[src/core/slmu_defs.svh]
`ifndef SLMU_DEFS_SVH
`define SLMU_DEFS_SVH

// Instruction word, MSB-first bit 0 maps to vector bit 31
`define SLMU_PO_MSB        31
`define SLMU_PO_LSB        26
`define SLMU_SRC_MSB       25
`define SLMU_SRC_LSB       21
`define SLMU_DST_MSB       20
`define SLMU_DST_LSB       16
`define SLMU_AMT_MSB       15
`define SLMU_AMT_LSB       11
`define SLMU_XO_MSB        10
`define SLMU_XO_LSB        1
`define SLMU_REC_BIT       0

// Opcode values
`define SLMU_PRIMARY_OP    6'h1F
`define SLMU_XO_IMM        10'h2F8
`define SLMU_XO_REG        10'h2D8

// Shift-amount register: MSB-first bits 27-31 and bit 26
`define SLMU_N_MSB         4
`define SLMU_N_LSB         0
`define SLMU_ZFILL_BIT     5

// Word constants and reset values
`define SLMU_ALL_ONES      32'hFFFFFFFF
`define SLMU_ZERO_WORD     32'h00000000
`define SLMU_MQ_RST        32'h00000000
`define SLMU_REG_IDX_RST   5'h00
`define SLMU_N_RST         5'h00
`define SLMU_CR_RST        4'h0
`define SLMU_SIGN_BIT      31

// Condition field 0 layout
`define SLMU_CR_NEG        3
`define SLMU_CR_POS        2
`define SLMU_CR_ZERO       1
`define SLMU_CR_SO         0

`endif

[src/core/slmu_pkg.sv]
`default_nettype none

package slmu_pkg;

   // Which of the two forms an instruction word selects
   typedef enum logic [1:0] {
      slmu_op_none,
      slmu_op_imm,
      slmu_op_reg
   } slmu_op_t;

   // Sequencer states
   typedef enum logic [1:0] {
      slmu_st_idle,
      slmu_st_read,
      slmu_st_oper
   } slmu_state_t;

endpackage

`default_nettype wire

[src/core/slmu_decode.sv]
`include "slmu_defs.svh"
`default_nettype none

module slmu_decode (
   input  wire logic [31:0]      instr_i,
   output slmu_pkg::slmu_op_t    op_o,
   output logic      [4:0]       source_reg_field_o,
   output logic      [4:0]       dest_reg_field_o,
   output logic      [4:0]       shift_field_o,
   output logic                  record_flag_o
);

   logic [5:0] primary;
   logic [9:0] extended;

   // Field extraction shared by both forms
   assign primary            = instr_i[`SLMU_PO_MSB:`SLMU_PO_LSB];
   assign extended           = instr_i[`SLMU_XO_MSB:`SLMU_XO_LSB];
   assign source_reg_field_o = instr_i[`SLMU_SRC_MSB:`SLMU_SRC_LSB];
   assign dest_reg_field_o   = instr_i[`SLMU_DST_MSB:`SLMU_DST_LSB];
   assign shift_field_o      = instr_i[`SLMU_AMT_MSB:`SLMU_AMT_LSB];
   assign record_flag_o      = instr_i[`SLMU_REC_BIT];

   // Anything else is left to other units
   always_comb begin
      op_o = slmu_pkg::slmu_op_none;
      if (primary == `SLMU_PRIMARY_OP) begin
         if (extended == `SLMU_XO_IMM) begin
            op_o = slmu_pkg::slmu_op_imm;
         end else if (extended == `SLMU_XO_REG) begin
            op_o = slmu_pkg::slmu_op_reg;
         end
      end
   end

endmodule

`default_nettype wire

[src/core/slmu_rotmask.sv]
`include "slmu_defs.svh"
`default_nettype none

module slmu_rotmask (
   input  wire logic [31:0] src_i,
   input  wire logic [4:0]  n_i,
   input  wire logic        zero_fill_i,
   input  wire logic [31:0] mq_i,
   output logic      [31:0] rot_o,
   output logic      [31:0] merged_o
);

   logic [31:0] mask;
   logic [31:0] data;

   // N zeros in the most significant places, then ones
   function automatic logic [31:0] low_ones(input logic [4:0] n);
      low_ones = `SLMU_ALL_ONES >> n;
   endfunction

   // Left by 32-N equals right by N; 5-bit index wraps mod 32
   for (genvar i = 0; i < 32; i++) begin : g_rot
      assign rot_o[i] = src_i[5'(i) + n_i];
   end

   // Zero-fill picks the inverted mask and a zero data word
   always_comb begin
      if (zero_fill_i) begin
         mask = ~low_ones(n_i);
         data = `SLMU_ZERO_WORD;
      end else begin
         mask = low_ones(n_i);
         data = rot_o;
      end
   end

   // Mask one selects data, zero keeps the quotient register
   assign merged_o = (data & mask) | (mq_i & ~mask);

endmodule

`default_nettype wire

[src/core/slmu_top.sv]
// How it works
// - Opcode 31 with extended 760 is the immediate shift-right-long.
// - Opcode 31 with extended 728 is the register form.
// - Immediate form rotates source right by the 5-bit immediate N.
// - Immediate mask: N leading zeros, then ones.
// - Immediate form: rotated word to quotient reg, merge to dest.
// - Register form takes N from low five bits of amount reg.
// - Amount bit 26 clear: rotated word merged under N-zero mask.
// - Amount bit 26 set: zero word merged under N-ones mask.
// - Register form writes dest, leaves quotient register alone.
// - Record flag set updates condition field 0, else untouched.
// - Exception register is never written by either form.
`include "slmu_defs.svh"
`default_nettype none

// Reset is asynchronous and leaves every output low
module slmu_top (
   input  wire logic        clk_sys_i,
   input  wire logic        rst_i,
   input  wire logic        issue_i,
   input  wire logic [31:0] instr_i,
   input  wire logic [31:0] rf_rdata_a_i,
   input  wire logic [31:0] rf_rdata_b_i,
   input  wire logic        summary_ovf_i,
   input  wire logic        mq_load_i,
   input  wire logic [31:0] mq_load_data_i,
   output logic             busy_o,
   output logic             rf_re_o,
   output logic      [4:0]  rf_raddr_a_o,
   output logic      [4:0]  rf_raddr_b_o,
   output logic             rf_we_o,
   output logic      [4:0]  rf_waddr_o,
   output logic      [31:0] rf_wdata_o,
   output logic             cr0_we_o,
   output logic      [3:0]  cr0_o,
   output logic      [31:0] mq_o,
   output logic             xer_we_o,
   output logic             done_o,
   output logic             unknown_o
);

   // Decoder outputs for the word on instr_i
   slmu_pkg::slmu_op_t     dec_op;
   logic [4:0]             dec_src;
   logic [4:0]             dec_dst;
   logic [4:0]             dec_amt;
   logic                   dec_rec;

   // Sequencer and captured instruction
   slmu_pkg::slmu_state_t  state_ff;
   slmu_pkg::slmu_state_t  nxt_state;
   slmu_pkg::slmu_op_t     op_ff;
   slmu_pkg::slmu_op_t     nxt_op;
   logic [4:0]             dst_ff;
   logic [4:0]             nxt_dst;
   logic [4:0]             sh_ff;
   logic [4:0]             nxt_sh;
   logic                   rec_ff;
   logic                   nxt_rec;

   // Read port toward the register file
   logic                   re_ff;
   logic                   nxt_re;
   logic [4:0]             raddr_a_ff;
   logic [4:0]             nxt_raddr_a;
   logic [4:0]             raddr_b_ff;
   logic [4:0]             nxt_raddr_b;
   logic                   busy_ff;
   logic                   nxt_busy;

   // Results
   logic                   we_ff;
   logic                   nxt_we;
   logic [4:0]             waddr_ff;
   logic [4:0]             nxt_waddr;
   logic [31:0]            wdata_ff;
   logic [31:0]            nxt_wdata;
   logic                   cr_we_ff;
   logic                   nxt_cr_we;
   logic [3:0]             cr_ff;
   logic [3:0]             nxt_cr;
   logic [31:0]            mq_ff;
   logic [31:0]            nxt_mq;
   logic                   xer_we_ff;
   logic                   done_ff;
   logic                   nxt_done;
   logic                   unknown_ff;
   logic                   nxt_unknown;

   // Datapath wiring
   // shift_n and zero_fill only carry meaning in cycle 2
   logic [4:0]             shift_n;
   logic                   zero_fill;
   logic [31:0]            rot_word;
   logic [31:0]            merged_word;

   // Decoder looks at the offered word every cycle; fields are cut
   // unconditionally and only dec_op says whether they mean anything
   slmu_decode u_decode (
      .instr_i            (instr_i),
      .op_o               (dec_op),
      .source_reg_field_o (dec_src),
      .dest_reg_field_o   (dec_dst),
      .shift_field_o      (dec_amt),
      .record_flag_o      (dec_rec)
   );

   // Amount source depends on the form captured at issue.
   // The amount register is only meaningful in cycle 2, when its
   // value stands; elsewhere shift_n may wander, which is harmless
   // because nothing registers the merge outside that cycle.
   always_comb begin
      if (op_ff == slmu_pkg::slmu_op_reg) begin
         shift_n   = rf_rdata_b_i[`SLMU_N_MSB:`SLMU_N_LSB];
         zero_fill = rf_rdata_b_i[`SLMU_ZFILL_BIT];
      end else begin
         shift_n   = sh_ff;
         zero_fill = 1'b0;
      end
   end

   // Rotator, mask generator and merge form one combinational path
   slmu_rotmask u_rotmask (
      .src_i       (rf_rdata_a_i),
      .n_i         (shift_n),
      .zero_fill_i (zero_fill),
      .mq_i        (mq_ff),
      .rot_o       (rot_word),
      .merged_o    (merged_word)
   );

   // Signed sign/zero test of a result word
   // Overflow summary is copied in, never computed: nothing here overflows
   function automatic logic [3:0] cr_of(input logic [31:0] w,
                                        input logic        so);
      logic neg;
      logic zero;
      neg   = w[`SLMU_SIGN_BIT];
      zero  = (w == `SLMU_ZERO_WORD);
      cr_of = '0;
      cr_of[`SLMU_CR_NEG]  = neg;
      cr_of[`SLMU_CR_POS]  = ~neg & ~zero;
      cr_of[`SLMU_CR_ZERO] = zero;
      cr_of[`SLMU_CR_SO]   = so;
   endfunction

   // Sequencer: issue, wait one cycle for read data, execute.
   // Both forms read two ports so latency is identical; the
   // immediate form simply ignores the second read value.
   //   cycle 0  word offered and accepted while idle
   //   cycle 1  read strobe and both addresses toward the file
   //   cycle 2  read data stand; rotate, mask and merge settle
   //   cycle 3  write, done and record strobes, back to idle
   // A new word may be accepted in cycle 3 already, so back-to-back
   // instructions run one every three cycles. Words offered while
   // busy are dropped silently; the unit upstream must hold them.
   // Foreign words never leave idle, so another unit may take them
   // in the very next cycle. Destination and record flag are kept
   // from issue, so a new word on instr_i cannot disturb them.
   always_comb begin
      nxt_state   = state_ff;
      nxt_op      = op_ff;
      nxt_dst     = dst_ff;
      nxt_sh      = sh_ff;
      nxt_rec     = rec_ff;
      nxt_re      = 1'b0;
      nxt_raddr_a = raddr_a_ff;
      nxt_raddr_b = raddr_b_ff;
      nxt_unknown = 1'b0;
      case (state_ff)
         slmu_pkg::slmu_st_idle: begin
            if (issue_i) begin
               if (dec_op != slmu_pkg::slmu_op_none) begin
                  nxt_state   = slmu_pkg::slmu_st_read;
                  nxt_op      = dec_op;
                  nxt_dst     = dec_dst;
                  nxt_sh      = dec_amt;
                  nxt_rec     = dec_rec;
                  nxt_re      = 1'b1;
                  nxt_raddr_a = dec_src;
                  nxt_raddr_b = dec_amt;
               end else begin
                  nxt_unknown = 1'b1;  // Not ours, flag it back
               end
            end
         end
         slmu_pkg::slmu_st_read: begin
            nxt_state = slmu_pkg::slmu_st_oper;
         end
         slmu_pkg::slmu_st_oper: begin
            nxt_state = slmu_pkg::slmu_st_idle;
         end
         default: begin
            nxt_state = slmu_pkg::slmu_st_idle;
         end
      endcase
      nxt_busy = (nxt_state != slmu_pkg::slmu_st_idle);
   end

   // Sequencer registers; reset puts everything at rest
   always_ff @(posedge clk_sys_i or posedge rst_i) begin
      if (rst_i) begin
         state_ff   <= slmu_pkg::slmu_st_idle;
         op_ff      <= slmu_pkg::slmu_op_none;
         dst_ff     <= `SLMU_REG_IDX_RST;
         sh_ff      <= `SLMU_N_RST;
         rec_ff     <= 1'b0;
         re_ff      <= 1'b0;
         raddr_a_ff <= `SLMU_REG_IDX_RST;
         raddr_b_ff <= `SLMU_REG_IDX_RST;
         busy_ff    <= 1'b0;
         unknown_ff <= 1'b0;
      end else begin
         state_ff   <= nxt_state;
         op_ff      <= nxt_op;
         dst_ff     <= nxt_dst;
         sh_ff      <= nxt_sh;
         rec_ff     <= nxt_rec;
         re_ff      <= nxt_re;
         raddr_a_ff <= nxt_raddr_a;
         raddr_b_ff <= nxt_raddr_b;
         busy_ff    <= nxt_busy;
         unknown_ff <= nxt_unknown;
      end
   end

   // Result stage: one-cycle write pulses after execution.
   // An instruction's own quotient update beats an outside load
   // in the same cycle, since it is the later architectural write.
   // Address and data hold after the strobe drops, so a slow file
   // may still look at them; condition bits likewise hold until
   // the next recording instruction. done_o rises with the write
   // strobe, so the caller needs to watch only one of them.
   // The merge reads the quotient register as it stood in cycle 2.
   always_comb begin
      nxt_we    = 1'b0;
      nxt_waddr = waddr_ff;
      nxt_wdata = wdata_ff;
      nxt_cr_we = 1'b0;
      nxt_cr    = cr_ff;
      nxt_done  = 1'b0;
      nxt_mq    = mq_ff;
      if (mq_load_i) begin
         nxt_mq = mq_load_data_i;
      end
      if (state_ff == slmu_pkg::slmu_st_oper) begin
         nxt_we    = 1'b1;
         nxt_waddr = dst_ff;
         nxt_wdata = merged_word;
         nxt_done  = 1'b1;
         if (op_ff == slmu_pkg::slmu_op_imm) begin
            nxt_mq = rot_word;
         end
         if (rec_ff) begin
            nxt_cr_we = 1'b1;
            nxt_cr    = cr_of(merged_word, summary_ovf_i);
         end
      end
   end

   // Result registers
   always_ff @(posedge clk_sys_i or posedge rst_i) begin
      if (rst_i) begin
         we_ff     <= 1'b0;
         waddr_ff  <= `SLMU_REG_IDX_RST;
         wdata_ff  <= `SLMU_ZERO_WORD;
         cr_we_ff  <= 1'b0;
         cr_ff     <= `SLMU_CR_RST;
         done_ff   <= 1'b0;
         mq_ff     <= `SLMU_MQ_RST;
         xer_we_ff <= 1'b0;
      end else begin
         we_ff     <= nxt_we;
         waddr_ff  <= nxt_waddr;
         wdata_ff  <= nxt_wdata;
         cr_we_ff  <= nxt_cr_we;
         cr_ff     <= nxt_cr;
         done_ff   <= nxt_done;
         mq_ff     <= nxt_mq;
         xer_we_ff <= 1'b0;  // Exception register never written
      end
   end

   // Every output straight from a flip-flop
   // so the register file and condition logic see glitch-free strobes
   assign busy_o       = busy_ff;
   assign rf_re_o      = re_ff;
   assign rf_raddr_a_o = raddr_a_ff;
   assign rf_raddr_b_o = raddr_b_ff;
   assign rf_we_o      = we_ff;
   assign rf_waddr_o   = waddr_ff;
   assign rf_wdata_o   = wdata_ff;
   assign cr0_we_o     = cr_we_ff;
   assign cr0_o        = cr_ff;
   assign mq_o         = mq_ff;
   assign xer_we_o     = xer_we_ff;
   assign done_o       = done_ff;
   assign unknown_o    = unknown_ff;

endmodule

`default_nettype wire

[config.mk]
export PLATFORM = sky130hd
export DESIGN_NAME = slmu_top
export DESIGN_NICKNAME = d
export VERILOG_FILES = /design/src/core/slmu_pkg.sv /design/src/core/slmu_decode.sv /design/src/core/slmu_rotmask.sv /design/src/core/slmu_top.sv
export VERILOG_INCLUDE_DIRS = /design/src /design/src/core
export SDC_FILE = /design/constraint.sdc
export NUM_CORES = 1
export LEC_CHECK = 0
export ABC_AREA = 1
export BUFFER_PORTS_ARGS = -buffer_cell sky130_fd_sc_hd__buf_2
export CELL_PAD_IN_SITES_DETAIL_PLACEMENT = 1
export CELL_PAD_IN_SITES_GLOBAL_PLACEMENT = 1
export CORE_ASPECT_RATIO = 0.75
export CORE_MARGIN = 2
export CORE_UTILIZATION = 37
export DETAILED_ROUTE_END_ITERATION = 12
export GPL_TIMING_DRIVEN = 1
export PLACE_DENSITY_LB_ADDON = 0.1
export SYNTH_ARGS = -nofsm -noshare
export SYNTH_HDL_FRONTEND = slang
export SYNTH_HIERARCHICAL = 1
export SYNTH_SLANG_ARGS = --single-unit
[constraint.sdc]
create_clock -name clk_sys_i -period 4.4 [get_ports clk_sys_i]
set_clock_uncertainty 0.2 [all_clocks]
set_input_delay 0.44 -clock clk_sys_i [delete_from_list [all_inputs] [get_ports clk_sys_i]]
set_output_delay 0.44 -clock clk_sys_i [all_outputs]
set_load 0.02 [all_outputs]
Yosys cells after proc, flatten, opt, wreduce, memory -nomap -nowiden
Cells that the tools add are included.
{ "totals": {"out_inout_bits": 90, "register_bits": 98} }
{ "classes": {"n_addsub": 31, "eq_ne": 7, "n_lt_le_gt_ge": 32, "n_reduce_logical": 6, "shifts": 1, "mux": 86, "n_bitwise": 8} }
{ "op_table": {"columns": ["op", "n"], "rows": [
  ["$lt 5x6->1 const B", 32],
  ["$bmux 1 s5", 32],
  ["$mux 32", 5],
  ["$add 5x5->5 const A", 16],
  ["$and 32x32->32", 2],
  ["$not 32->32", 2],
  ["$mux 1", 42],
  ["$add 4x5->5 const A", 8],
  ["$logic_not 32->1", 1],
  ["$or 32x32->32", 1],
  ["$shr 32x5->32 const A", 1],
  ["$add 3x5->5 const A", 4],
  ["$eq 10x10->1 const B", 2],
  ["$add 2x5->5 const A", 2],
  ["$mux 2", 5],
  ["$eq 6x5->1 const B", 1],
  ["$add 1x5->5 const A", 1],
  ["$mux 5", 1],
  ["$eq 2x1->1 const B", 2],
  ["$eq 2x2->1 const B", 2],
  ["$pmux 2 s2", 1],
  ["$reduce_bool 2->1", 2],
  ["$reduce_and 3->1", 1],
  ["$logic_not 2->1", 1],
  ["other kinds (3)", 4]
]} }

Longest topological paths before layout
{ "depth": {"depth_word": 11, "ltp_mapped": 24, "depth_no_buf": 21} }

Modules after synthesis
The synthesis kept the hierarchy.
{ "modules_own_cells": {"columns": ["module", "n_inst", "cells_per_inst", "seq_area_each_um2", "area_each_um2"], "rows": [
  ["slmu_top", 1, 451, 2452.4, 4281.6],
  ["slmu_rotmask", 1, 737, 0.0, 3641.0],
  ["slmu_decode", 1, 41, 0.0, 217.7]
]} }

Least setup slack after synthesis
OpenSTA, ideal clock, no wires.
{ "synth_path": {"path_kind": "reg2reg", "start": "reg op_ff[0]", "end": "reg cr_ff[2], in the netlist cr0_o[2]", "required_time_ps": 4077, "setup_slack_ps": 972, "n_path_buf": 4, "period_less_slack_ps": 3428, "setup_time_ps": 123, "stages_incl_launch_ff": 24, "t_arrival_ps": 3105, "cell_sequence": "dfrtp_1 inv_1 nand2_1 mux2_2 buf_4 inv_2 buf_2 ha_1 buf_2 inv_2 buf_2 nand3_1 nand3_1 nand3_1 nand3_1 nand3_1 nand2_1 inv_1 nor2_1 nand2_1 nor2_1 nand2_1 o21ai_0 nand2_1"} }
{ "synth_between": {"elab_chain_len": 11} }
{ "synth_rtl": {"columns": ["element", "line", "source"], "rows": [
  ["from (decl)", "slmu_top.sv:52", "slmu_pkg::slmu_op_t op_ff;"],
  ["from (signal assigned)", "slmu_top.sv:204", "op_ff <= slmu_pkg::slmu_op_none;"],
  ["from (signal assigned)", "slmu_top.sv:215", "op_ff <= nxt_op;"],
  ["$eq 2x2->1 *", "slmu_top.sv:113", "if (op_ff == slmu_pkg::slmu_op_reg) begin"],
  ["$mux 5 *", "slmu_top.sv:113", null],
  ["via shift_n[1]", "slmu_top.sv:92", "logic [4:0] shift_n;"],
  ["$add 3x5->5 / $shr 32x5->32 (equally long branches)", null, null],
  ["$bmux 1 s5 / $not 32->32 (equally long branches)", "slmu_rotmask.sv:23, slmu_rotmask.sv:29", null],
  ["$mux 1 (not written as such) / $mux 32 (equally long branches)", "slmu_rotmask.sv:23, slmu_rotmask.sv:28", null],
  ["$mux 32 / $not 32->32 (equally long branches)", "slmu_rotmask.sv:28, slmu_rotmask.sv:38", null],
  ["$and 32x32->32", "slmu_rotmask.sv:38", "assign merged_o = (data & mask) | (mq_i & ~mask);"],
  ["$or 32x32->32 *", "slmu_rotmask.sv:38", null],
  ["via merged_word[7]", "slmu_top.sv:95", "logic [31:0] merged_word;"],
  ["$logic_not 32->1 (no source line) *", null, null],
  ["$not 1->1 *", "slmu_top.sv:142", "cr_of[`SLMU_CR_POS] = ~neg & ~zero;"],
  ["$and 1x1->1 *", "slmu_top.sv:142", null],
  ["to (signal assigned)", "slmu_top.sv:268", "cr_ff <= `SLMU_CR_RST;"],
  ["to (signal assigned)", "slmu_top.sv:277", "cr_ff <= nxt_cr;"],
  ["to (decl)", "slmu_top.sv:80", "logic [3:0] cr_ff;"]
]} }
Mark *: on every way through the listed nets, which the timed path passes. The rest lies on a longest branch. The select of a mux whose other input is x is not followed.
A chain may end at the register's enable or synchronous reset.

Worst setup path in the final report
Ends and elaborated chain as after synthesis.

==> results.py <==
metrics = {
    "finish": {
        "drive_gt1_share_pct": 21.2,
        "syn2layout_area_growth_pct": 16.9,
        "diodes": 0,
        "nFillCells": 2883,
        "nets": 1544,
        "final_cells": 1682,
    },
    "setup_path": {
        "cp-end-kind": "register",
        "cp.arrival_ns": 4.03,
        "crit_fanout": 33,
        "cp.required_ns": 4.44,
        "timing_worst_setup_path_type": "register to register",
        "critPathLaunchType": "register",
    },
    "place": {
        "portBuffers": 195,
        "gp_congestion": 0.844,
        "place_inst": 1666,
        "pre_cts_ws_ns": 0.453,
        "dp_hpwl_um": 25900,
    },
    "power": {
        "cellPowerDensity_mw_per_mm2": 232,
        "p_clk_share_pct": 39.6,
        "p_seq_share_pct": 44.0,
        "power_switching_mw": 0.640,
        "vdd_drop_max_v": 0.000158,
        "p_comb_share_pct": 16.4,
        "power_leakage_nw": 5.07,
        "netSwitchingFraction_pct": 29.0,
        "p_total_mw": 2.21,
        "p_int_mw": 1.57,
    },
    "die": {
        "dieArea_mm2": 0.0232,
        "ios": 223,
        "design.core.area_mm2": 0.0214,
        "rows": 46,
        "die_x_um": 175,
        "die_h_um": 132,
        "start_util_pct": 38.1,
    },
    "sta": {
        "maxSlewViolCount": 0,
        "finalSetupViolCount": 0,
        "finalHoldViolations": 0,
        "fin_crit_ns": 3.99,
        "fin_tns_setup_ns": 0,
        "finalCritPeriodShare_pct": 90.8,
        "fin_ws_ns": 0.405,
        "max_slew.worst_pin.slew_ns": 1.05,
        "max_slew_margin_pct": 30.1,
        "fmax_mhz": 250,
        "rsz0062_at_grt": "false",
    },
    "global_routing": {
        "grt_max_degree": 73,
        "grt-ovfl-total": 0,
        "antenna_found_initial": 0,
        "grt_pass1_wl_um": 49800,
        "grt_usage_pct": 27.6,
        "grt_pass1_vias": 8792,
    },
    "drt": {
        "drtIter0Drc": 609,
        "firstDrtPassIters": 5,
        "wl_per_cell_um": 18.9,
        "ant_nets": 0,
        "totalWireLength_um": 31800,
        "drc_errors": 0,
        "vias": 8733,
        "avgViaCountPerCell": 5.19,
    },
    "hold_path": {
        "hold_path_class": "primary input to asynchronous set/reset pin",
    },
    "yosys": {
        "post-synth-top-count-cell": "nand2_1",
        "synth_common_cells": "nand2_1 (412), nand3_1 (260), dfrtp_1 (98)",
        "syn-cell-area_mm2": 0.00814,
        "synth.area.top_cells": "dfrtp_1 (30%), nand2_1 (19%), nand3_1 (16%), nor2_1 (4.5%), mux2i_1 (3.9%)",
        "async_flop_share_pct": 100,
        "synth_area_per_cell_um2": 6.62,
        "synth_top_area_share_pct": 30.1,
        "seq_area_frac_synth_pct": 30.1,
        "synth_warnings": 6,
        "synth_top_cell_by_area": "dfrtp_1",
        "synth_nets": 1384,
        "synth_edf_count": 0,
        "syn-instance-count": 1229,
        "synthFlopType": "dfrtp_1",
        "synth.ff_latch_count": 98,
        "yosysUniqueCellTypes": 34,
    },
    "cts": {
        "cts_tree": "done",
        "cts-root-buf": "clkbuf_16",
        "cts_resized": 0,
        "cts_max_path_buffers": 2,
        "ctsHtreeMaxLevel": 3,
        "cts_sinks": 98,
        "post_cts_buffers": 0,
        "clock_latency_ns": 0.35,
        "cts_inserted_buffers": 9,
        "clkTransAtPathRegs_ns": 0.07,
        "ctsHoldBuffers": 0,
    },
    "run": {
        "maxCapViolations": 0,
    },
    "run_status": {
        "outcome": "finished, final reports clean",
    },
}
==> power groups by stage <==
| stage | combinational (mW) | sequential (mW) | clock (mW) |
|---|---|---|---|
| global route | 0.396 | 0.973 | 0.935 |
| CTS | 0.362 | 0.969 | 0.890 |
| detailed placement | 0.360 | 0.987 | 0 |
| finish | 0.362 | 0.970 | 0.873 |
| floorplan | 0.175 | 1.01 | 0 |
| global placement | 0.352 | 0.985 | 0 |
==> critical path: stages (launching register included) <==
cell,delay (ns)
dfrtp_1,0.39
inv_1,0.07
nand2_1,0.24
mux2_2,0.53
inv_4,0.09
buf_4,0.31
ha_1,0.24
inv_1,0.10
nand2_1,0.08
nand2_1,0.20
nand3_1,0.20
nand3_1,0.14
nand3_1,0.14
nand3_1,0.08
nand2_1,0.15
inv_1,0.08
nor2_1,0.10
nand2_1,0.08
nor2_1,0.17
nand2_1,0.09
o21ai_0,0.16
nand2_1,0.06
==> metrics by stage <==
stage,cell area [um2],hold WS (ns),utilization [%]
2_1_floorplan,8140,0.242,-
3_3_place_gp,9200,0.254,43.1
4_1_cts,9520,0.0779,44.6
6_report,9520,0.0529,44.6
5_1_grt,9520,0.0730,44.6
3_5_place_dp,9200,0.257,43.1
==> worst paths after layout <==
path                                 start               to  slack (ns)  cells past startpoint
max                               op_ff[0]         cr0_o[2]        0.41                     21
min                                  rst_i   rf_wdata_o[29]        0.05                      2
max reg2reg                       op_ff[0]         cr0_o[2]        0.41                     21
min reg2reg                rf_raddr_a_o[4]  rf_raddr_a_o[4]        0.27                      2
max in group asynchronous            rst_i         mq_o[11]        3.07                      3
min in group clk_sys_i       summary_ovf_i         cr0_o[0]        0.08                      3
==> layout by cell type (no fill, tap or decap), types with 2 or more instances in the layout <==
master,n
buf_4,27
inv_6,2
ha_1,22
nand2_2,3
clkbuf_1,2
clkbuf_16,9
buf_2,195
mux2i_1,32
nor2_2,3
a21oi_1,14
xor2_1,14
nand3b_1,9
a21oi_2,34
nor3_1,3
and2_1,21
inv_1,76
nor2_1,96
dfrtp_1,98
nand2_1,412
inv_2,7
nand3_1,260
inv_4,2
o21ai_0,30
o21ai_1,4
mux2_2,5
xor2_2,3
bufinv_16,2
==> sequential cells by signal, indices dropped and copies added, names as in the netlist <==
signal and cells:
dst_ff 5, op_ff 2, rf_waddr_o 5, rf_raddr_b_o 5, rf_wdata_o 32, rec_ff 1, cr0_we_o 1, cr0_o 4
rf_raddr_a_o 5, rf_re_o 1, done_o 1, busy_o 1, unknown_o 1, mq_o 32, state_ff 2
==> per-layer routing <==
metal / part of all wire (%) / GRT usage [%]
met4: 0.93 / 3.89
met1: 49 / 41.1
met3: 8.0 / 7.30
met5: 0 / 0
met2: 42 / 40.7
==> area by class of cell <==
type	instances	area (um2)	share of cell area, %
multi-input combinational	973	4890	51.3
sequential	98	2450	25.8
timing repair buffer	222	1180	12.4
tap	288	360	3.79
inverter	85	324	3.40
clock buffer	11	233	2.44
clock inverter	5	85.1	0.894
==> kinds of logic after synthesis <==
| kind of cell | Yosys count | synth area share [%] |
|---|---|---|
| other cells | 1 | 0.0461 |
| fa+ha+maj | 22 | 3.38 |
| flops | 98 | 30.1 |
| xor+xnor | 18 | 2.21 |
| simple gates | 811 | 42.9 |
| buf+inv | 158 | 9.88 |
| compound gates | 84 | 6.81 |
| mux | 37 | 4.63 |
No activity file was read; power rests on OpenSTA's default activity.
